File: config.mk
export PLATFORM = sky130hd
export DESIGN_NAME = dsf_device_flat
export DESIGN_NICKNAME = d
export VERILOG_FILES = /design/src/rtl/dsf_pkg.sv /design/src/rtl/dsf_link_if.sv /design/src/rtl/dsf_device.sv /design/src/flat_wrapper.sv
export SDC_FILE = /design/constraint.sdc
export NUM_CORES = 1
export LEC_CHECK = 0
export ABC_AREA = 0
export BUFFER_PORTS_ARGS = -buffer_cell sky130_fd_sc_hd__clkbuf_2
export CORE_UTILIZATION = 28
export DETAILED_ROUTE_END_ITERATION = 6
export SLEW_MARGIN = 20
export SYNTH_ARGS = -nofsm -noshare
export SYNTH_HDL_FRONTEND = slang
export SYNTH_SLANG_ARGS = --single-unit
File: constraint.sdc
create_clock -name clk_in -period 2.3 [get_ports clk_in]
set_input_delay 0.46 -clock clk_in [delete_from_list [all_inputs] [get_ports clk_in]]
set_output_delay 0.46 -clock clk_in [all_outputs]
set_load 0.02 [all_outputs]
File: src/rtl/dsf_pkg.sv
// Package with constants shared by both ends of the serial converter write link
package dsf_pkg;
   // ****************************************
   // Frame layout
   // ****************************************
   localparam int FRAME_BITS = 24;
   localparam int CODE_BITS = 16;
   localparam int CTRL_BITS = FRAME_BITS - CODE_BITS;
   localparam int CODE_LSB = 0;
   localparam int CTRL_LSB = CODE_BITS;
   // Control field: bit 0 of the control byte requests power-down
   localparam int CTRL_PDN_POS = 0;
   localparam logic [CODE_BITS-1:0] CODE_RESET = 16'h0000;
   localparam logic [CTRL_BITS-1:0] CTRL_RESET = 8'h00;
   // Idle levels of the link pins
   localparam logic SYNC_IDLE = 1'b1;
   localparam logic SCLK_IDLE = 1'b1;
   localparam logic SDATA_IDLE = 1'b0;
   // ****************************************
   // Timing
   // ****************************************
   localparam int CLK_PERIOD_NS = 4;
   localparam int SCLK_MAX_MHZ = 30;
   // Least serial clock period in system cycles, rounded up
   localparam int SCLK_MIN_CYC = (1000 + SCLK_MAX_MHZ * CLK_PERIOD_NS - 1)
                                 / (SCLK_MAX_MHZ * CLK_PERIOD_NS);
   // Default half period of the host divider (cycles)
   localparam int SCLK_HALF_CYC = 8;
   localparam int BIT_CNT_W = 5;
endpackage : dsf_pkg

File: src/rtl/dsf_link_if.sv
// Interface carrying the three-wire serial write link
`timescale 1ns/100ps
interface dsf_link_if;
   logic frame_sync_n;
   logic sclk;
   logic sdata;
   modport host (output frame_sync_n, output sclk, output sdata);
   modport dev (input frame_sync_n, input sclk, input sdata);
endinterface : dsf_link_if

File: src/rtl/dsf_device.sv
// Device end: serial frame receiver and converter code register
//
// Overview of operation
// - Low frame sync enables shifting on clocks
// - Shift data in on each falling clock up to the 24th of the frame
// - Update converter after 24th edge
// - Early frame sync rise discards partial frame
// - Host keeps serial clock at most 30MHz
// - Output zero until first valid write
// - Power-down commanded through serial frame
`timescale 1ns/100ps
module dsf_device
   import dsf_pkg::*;
#(
   // Frame geometry
   parameter int FRAME_W = FRAME_BITS,
   parameter int CODE_W = CODE_BITS,
   parameter int CNT_W = BIT_CNT_W
)(
   // Clock, reset, enable
   input wire logic clk_in,
   input wire logic arst_n_in,
   input wire logic clk_en_in,
   // Serial link
   dsf_link_if.dev link,
   // Converter side
   output logic [CODE_W-1:0] analog_output_code_out,
   output logic powered_down_out,
   output logic update_out,
   output logic abort_out
);
   // ****************************************
   // Parameter checks
   // ****************************************
   // Code at the bottom, power-down bit above it, both inside the frame
   localparam int PDN_BIT = CODE_LSB + CODE_W + CTRL_PDN_POS;
   if (CODE_W < 1 || PDN_BIT >= FRAME_W) begin : g_bad_code
      $error("CODE_W leaves no room for the power-down bit");
   end
   // The bit counter must reach the last bit of a frame
   if (FRAME_W < 2 || (FRAME_W - 1) >= (1 << CNT_W)) begin : g_bad_cnt
      $error("CNT_W too narrow for FRAME_W");
   end

   // ****************************************
   // Input synchronisers
   // ****************************************
   // Pin order: 0 frame sync, 1 serial clock, 2 data
   localparam int PIN_N = 3;
   localparam logic [PIN_N-1:0] PIN_IDLE = {SDATA_IDLE, SCLK_IDLE, SYNC_IDLE};
   logic [PIN_N-1:0] pin_raw;
   logic [PIN_N-1:0] pin_sync;
   assign pin_raw = {link.sdata, link.sclk, link.frame_sync_n};

   // Both stages reset to the idle level, so no false edge follows reset
   for (genvar i = 0; i < PIN_N; i++) begin : g_sync
      logic meta_reg, meta_next;
      logic hold_reg, hold_next;

      always_comb begin
         meta_next = pin_raw[i];
         hold_next = meta_reg;
      end

      always_ff @(posedge clk_in or negedge arst_n_in) begin
         if (!arst_n_in) begin
            meta_reg <= PIN_IDLE[i];
            hold_reg <= PIN_IDLE[i];
         end else if (clk_en_in) begin
            meta_reg <= meta_next;
            hold_reg <= hold_next;
         end
      end

      assign pin_sync[i] = hold_reg;
   end

   // ****************************************
   // Serial clock edge detection
   // ****************************************
   logic sclk_last_reg, sclk_last_next;
   logic sync_low;
   logic sdata_bit;
   logic sclk_fall;

   assign sync_low = !pin_sync[0];
   assign sdata_bit = pin_sync[2];
   // Data and clock pass equal stages, so the bit read at a fall
   // is the one that stood at the pin when the clock fell
   assign sclk_fall = sclk_last_reg && !pin_sync[1];

   always_comb begin
      sclk_last_next = pin_sync[1];
   end

   always_ff @(posedge clk_in or negedge arst_n_in) begin
      if (!arst_n_in) begin
         sclk_last_reg <= SCLK_IDLE;
      end else if (clk_en_in) begin
         sclk_last_reg <= sclk_last_next;
      end
   end

   // ****************************************
   // Frame state and shift register
   // ****************************************
   // Full waits for sync to rise, so clocks beyond the last bit change nothing
   typedef enum logic [1:0] {
      FR_IDLE = 2'b00,
      FR_SHIFT = 2'b01,
      FR_FULL = 2'b10
   } dsf_frame_t;

   dsf_frame_t fr_reg, fr_next;
   logic [FRAME_W-1:0] shift_reg, shift_next;
   logic [CNT_W-1:0] cnt_reg, cnt_next;
   logic [FRAME_W-1:0] word;
   logic take;

   always_comb begin
      fr_next = fr_reg;
      shift_next = shift_reg;
      cnt_next = cnt_reg;
      word = {shift_reg[FRAME_W-2:0], sdata_bit};
      take = 1'b0;
      case (fr_reg)
         FR_IDLE: begin
            // A fall in the cycle that sync goes low already counts
            if (sync_low) begin
               fr_next = FR_SHIFT;
               take = sclk_fall;
            end
         end
         FR_SHIFT: begin
            if (sync_low) begin
               take = sclk_fall;
            end else begin
               // Early rise: the partial word is dropped, count restarts
               cnt_next = '0;
               fr_next = FR_IDLE;
            end
         end
         FR_FULL: begin
            if (!sync_low) begin
               fr_next = FR_IDLE;
            end
         end
         default: fr_next = FR_IDLE;
      endcase
      if (take) begin
         shift_next = word;
         if (cnt_reg == CNT_W'(FRAME_W - 1)) begin
            fr_next = FR_FULL;
            cnt_next = '0;
         end else begin
            cnt_next = cnt_reg + 1'b1;
         end
      end
   end

   always_ff @(posedge clk_in or negedge arst_n_in) begin
      if (!arst_n_in) begin
         fr_reg <= FR_IDLE;
         shift_reg <= '0;
         cnt_reg <= '0;
      end else if (clk_en_in) begin
         fr_reg <= fr_next;
         shift_reg <= shift_next;
         cnt_reg <= cnt_next;
      end
   end

   // ****************************************
   // Converter register and pulses
   // ****************************************
   logic [CODE_W-1:0] code_reg, code_next;
   logic pdn_reg, pdn_next;
   logic upd_reg, upd_next;
   logic abt_reg, abt_next;
   logic last_bit;

   // Last bit taken while sync is still low completes a valid write
   assign last_bit = take && cnt_reg == CNT_W'(FRAME_W - 1);

   always_comb begin
      code_next = code_reg;
      pdn_next = pdn_reg;
      upd_next = last_bit;
      // Only a rise after at least one bit counts as an interrupted write
      abt_next = fr_reg == FR_SHIFT && !sync_low && cnt_reg != '0;
      if (last_bit) begin
         // Power-down frames still load the code
         code_next = word[CODE_LSB +: CODE_W];
         pdn_next = word[PDN_BIT];
      end
   end

   // Zero code until the first complete write
   always_ff @(posedge clk_in or negedge arst_n_in) begin
      if (!arst_n_in) begin
         code_reg <= CODE_W'(CODE_RESET);
         pdn_reg <= CTRL_RESET[CTRL_PDN_POS];
         upd_reg <= 1'b0;
         abt_reg <= 1'b0;
      end else if (clk_en_in) begin
         code_reg <= code_next;
         pdn_reg <= pdn_next;
         upd_reg <= upd_next;
         abt_reg <= abt_next;
      end
   end

   // ****************************************
   // Outputs
   // ****************************************
   assign analog_output_code_out = code_reg;
   assign powered_down_out = pdn_reg;
   assign update_out = upd_reg;
   assign abort_out = abt_reg;
endmodule : dsf_device

File: src/flat_wrapper.sv
// flat-port wrapper written by rule: the top's interface ports become plain ports
module dsf_device_flat import dsf_pkg::*;
#(
                    
   parameter int FRAME_W = FRAME_BITS,
   parameter int CODE_W = CODE_BITS,
   parameter int CNT_W = BIT_CNT_W
)
  (clk_in, arst_n_in, clk_en_in, analog_output_code_out, powered_down_out, update_out, abort_out, link_frame_sync_n, link_sclk, link_sdata);
  dsf_link_if link_i ();
  input wire logic clk_in;
  input wire logic arst_n_in;
  input wire logic clk_en_in;
  output logic [CODE_W-1:0] analog_output_code_out;
  output logic powered_down_out;
  output logic update_out;
  output logic abort_out;
  input wire logic [$bits(link_i.frame_sync_n)-1:0] link_frame_sync_n;
  input wire logic [$bits(link_i.sclk)-1:0] link_sclk;
  input wire logic [$bits(link_i.sdata)-1:0] link_sdata;
  assign link_i.frame_sync_n = link_frame_sync_n;
  assign link_i.sclk = link_sclk;
  assign link_i.sdata = link_sdata;
  dsf_device #(.FRAME_W(FRAME_W), .CODE_W(CODE_W), .CNT_W(CNT_W)) u_core (.clk_in(clk_in), .arst_n_in(arst_n_in), .clk_en_in(clk_en_in), .link(link_i), .analog_output_code_out(analog_output_code_out), .powered_down_out(powered_down_out), .update_out(update_out), .abort_out(abort_out));
endmodule
======== Word level (Yosys, flattened, before mapping) ========
Index checks and enable logic that the tools add are counted.
word-level totals
  input port bits ......................... 6
  word-level logic and storage cells ...... 43
  register bits after elaboration ......... 49
  output and inout port bits .............. 19
cells by class
  equality and inequality tests ........... 3
  mux-type cells .......................... 11
  reductions and logical operators ........ 14
  $add $sub $neg .......................... 1
operator list
  operator                                                                number
  5-bit 2-to-1 mux                                                        4
  2-bit 2-to-1 mux                                                        4
  5-bit by 1-bit adder with 5-bit output (second input constant)          1
  5-bit equality test (second input constant)                             1
  5-bit nonzero test                                                      1
  1-bit logical AND                                                       4
  2-bit one-hot mux with 2 select lines                                   1
  2-bit AND reduction                                                     2
  2-bit nonzero test                                                      2
  2-bit OR reduction                                                      2
  3-bit AND reduction                                                     1
  2-bit by 1-bit equality test with 1-bit output (second input constant)  1
  2-bit equality test (second input constant)                             1
  2-bit logical NOT                                                       1
  1-bit 2-to-1 mux                                                        2
  1-bit logical NOT                                                       1

======== Logic depth before layout (Yosys ltp) ========
  depth in word-level cells ............... 6
  gate-level depth with buffers ........... 7
  gate-level depth less buffers ........... 6

======== Worst setup path after synthesis ========
No wires, ideal clock.
  path type ............................... register to register
  start ................................... reg u_core.cnt_reg[0]
  end ..................................... reg u_core.code_reg[10] (netlist: u_core.analog_output_code_out[10])
  path slack .............................. 0.477 ns
  buffers on the path ..................... 2
  setup time .............................. 0.125 ns
  cell stages (with the launch flop) ...... 8
  data arrival time ....................... 1.698 ns
  clock period less this slack ............ 1.823 ns
  required time ........................... 2.175 ns
  cell sequence ........................... dfrtp_1 ha_1 nand2_2 or3_1 buf_6 nor2_8 buf_12 mux2_4
on the way
  longest elaborated chain between the ends .. 3
ends and longest elaborated chain
  what                                  line               source
  start, declared                       dsf_device.sv:116  logic [CNT_W-1:0] cnt_reg, cnt_next;
  start signal, assigned                dsf_device.sv:169  cnt_reg <= cnt_next;
  5-bit equality test                   dsf_device.sv:183  assign last_bit = take && cnt_reg == CNT_W'(FRAME_W - 1);
  1-bit logical AND                     dsf_device.sv:183
  2-bit AND reduction (no source line)  -
  end signal, assigned                  dsf_device.sv:201  code_reg <= CODE_W'(CODE_RESET);
  end signal, assigned                  dsf_device.sv:206  code_reg <= code_next;
  end, declared                         dsf_device.sv:176  logic [CODE_W-1:0] code_reg, code_next;
No other way between the ends.
A chain may end at the register's enable or synchronous reset.

======== Worst setup path in the final report ========
  start ................................... reg u_core.cnt_reg[0]
  end ..................................... reg u_core.code_reg[0] (netlist: u_core.analog_output_code_out[0])
The elaborated chain is that of the path after synthesis.

==> summary.md <==
| Metric | Value |
|---|---|
| Count leader, synth | nand2_1 |
| Maximum root-to-sink buffer count | 2 |
| Hold WC Path Type | input port to async pin |
| Clock power frac | 0.315 |
| GRT Overall Usage | 0.106 |
| Netlist cell types | 32 |
| Worst slew pin tran | 624 ps |
| Post-synth EDFFs | 0 |
| Drt first pass iters | 4 |
| Crit path max fanout | 18 |
| Switching Share | 0.273 |
| Worst Path Arrival | 2230 ps |
| Flop pwr share | 0.530 |
| First-pass GRT wire length | 6240 um |
| Final Hold Fails | 0 |
| Crit path kind | flop to flop |
| Main synth FF type | dfrtp_1 |
| Clock H-tree levels | 2 |
| CTS buffer count | 5 |
| Final hold slack | 257 ps |
| Crit path capture type | flop |
| Top cell type's share of synthesized area | 0.523 |
| Max cap viols | 0 |
| Initial core utilization | 0.290 |
| CTS resizes | 0 |
| Final wirelength | 3650 um |
| DR WL/cell | 12.0 um |
| Vias in the first global route | 1,287 |
| Hold Buf Count CTS | 0 |
| Combinational share of power | 0.155 |
| Max Slew Vio Count | 0 |
| Antenna violations before repair | 0 |
| Setup repair bufs after CTS | 0 |
| Final min period | 2050 ps |
| Outcome | completed |
| 1st-iter DRT viols | 66 |
| Synth area leader | dfrtp_1 |
| Mapped Cells | 177 |
| Die Ht | 88.7 um |
| Die width | 88.7 um |
| Syn Nets | 188 |
| Fmax | 0.489 GHz |
| I/O pins | 25 |
| Syn Area/Cell | 11.9 um^2 |
| Critical Path Start Type | flop |
| Gpl congestion | 0.742 |
| Area Overhead vs Synth | 15.7% |
| Die area | 7870 um^2 |
| Setup tns final | 0 ps |
| Critical Path RT | 2480 ps |
| Core Footprint | 7250 um^2 |
| Non-filler cells in the finished layout | 305 |
| Yosys warns | 0 |
| Residual DRC | 0 |
| Placed insts | 297 |
| Cell Int Power | 1410 uW |
| Pin count of the biggest net entering global routing | 50 |
| Via count | 1,310 |
| CTS tree | yes |
| Clock Latency Late Sink | 300 ps |
| Setup Viol. Count Final | 0 |
| Largest cells by area after synthesis | dfrtp_1, nand2_1, mux2_2 |
| Max VDD drop | 0.250 mV |
| Post-synthesis async set-or-reset flop share | 1.00 |
| Fraction of layout cells with a size suffix above 1 | 0.325 |
| Source of the critical timing path | u_core.cnt_reg[0] |
| Cell area after synthesis | 2110 um^2 |
| Antenna Nets Post-Route | 0 |
| Cell Rows | 31 |
| ANT cells | 0 |
| Placed Area | 2330 um^2 |
| Reg clk slew, reported paths | 90 ps |
| Seq/Total Area, Yosys | 0.585 |
| GRT Residual Overflow | 0 |
| P_leak | 0.00125 uW |
| Clock sinks | 49 |
| P_sw | 529 uW |
| Fin util | 0.336 |
| RSZ-0062 raised after global routing | false |
| Post-route cell area | 2440 um^2 |
| Drt via density | 4.30 |
| Setup Skew | 7.62 ps |
| Pwr dens | 795 nW/um^2 |
| Buffers on Ports | 24 |
| Fin crit share | 0.889 |
| Fin nets | 216 |
| Detailed placer's ending HPWL | 2360 um |
| Commonest cells post-synth | nand2_1, dfrtp_1, mux2_2 |
| Clk root buf | clkbuf_8 |
| Seq cells post-synth | 49 |
| Worst reg2reg startpoint | u_core.cnt_reg[0] |
| Max-slew headroom | 0.584 |
critical path, stage by stage, from the launching register on:
cell and delay, ps:
dfrtp_1 410, ha_1 240, nand2_2 70, or3_1 460, nor2_8 370, mux2_2 380
power groups by stage:
stage | Sequential, uW | Clock, uW | Combinational, uW
3_3_place_gp | 1040 | 0 | 293
6_report | 1030 | 610 | 300
3_5_place_dp | 1040 | 0 | 303
5_1_grt | 1040 | 669 | 343
2_1_floorplan | 1030 | 0 | 221
4_1_cts | 1030 | 632 | 304
worst paths after layout:
| path | endpoint | slack [ps] | depth (start not counted) |
|---|---|---|---|
| max in group asynchronous | u_core.fr_reg[0] | 1620 | 2 |
| min | u_core.abort_out | 260 | 2 |
| min reg2reg | u_core.shift_reg[15] | 490 | 2 |
| max reg2reg | u_core.analog_output_code_out[0] | 250 | 5 |
| min in group clk_in | u_core.g_sync[0].hold_next | 390 | 2 |
| max | u_core.analog_output_code_out[0] | 250 | 5 |
cell type report:
| class | instances | area [um^2] |
|---|---|---|
| sequential | 49 | 1230 |
| fill | 763 | 4820 |
| tap | 99 | 124 |
| clock buffer | 6 | 72.6 |
| inverter | 9 | 33.8 |
| clock inverter | 2 | 38.8 |
| multi-input combinational | 112 | 786 |
| timing repair buffer | 28 | 150 |
logic make-up after synthesis:
kind of cell,Yosys count,synth area share
adder cells (fa/ha/maj),5,0.0297
AO/OA/AOI/OAI,18,0.0630
flip-flops,49,0.585
multiplexers,24,0.144
buffers and inverters,16,0.0416
AND/OR/NAND/NOR,65,0.137
through the flow:
stage,worst slack [ps],power (uW)
4_1_cts,237,1960
3_5_place_dp,251,1350
5_1_grt,124,2050
2_1_floorplan,477,1250
3_3_place_gp,327,1330
6_report,254,1940
placed cells by master, fill, tap and decap left out, types with 3 or more instances in the layout:
cell type / netlist / final
mux2_4: 9 / 9
mux2_2: 14 / 14
a21oi_1: 4 / 4
o21ai_0: 4 / 4
o22ai_1: 3 / 3
clkbuf_2: 0 / 24
ha_1: 5 / 5
dfrtp_1: 44 / 44
dfstp_2: 5 / 5
nand2_1: 53 / 53
clkbuf_8: 0 / 5
inv_1: 9 / 9
buf_4: 0 / 4
per-layer routing:
| metal | up-vias | global-route usage | routed length (um) |
|---|---|---|---|
| met2 | 18 | 0.160 | 1660 |
| met1 | 641 | 0.143 | 1810 |
| met4 | 0 | 0.0308 | 40 |
| met3 | 5 | 0.0364 | 137 |
| met5 | - | 0 | 0 |
| li1 | 646 | - | - |
Power figures use the tool's default switching activity.
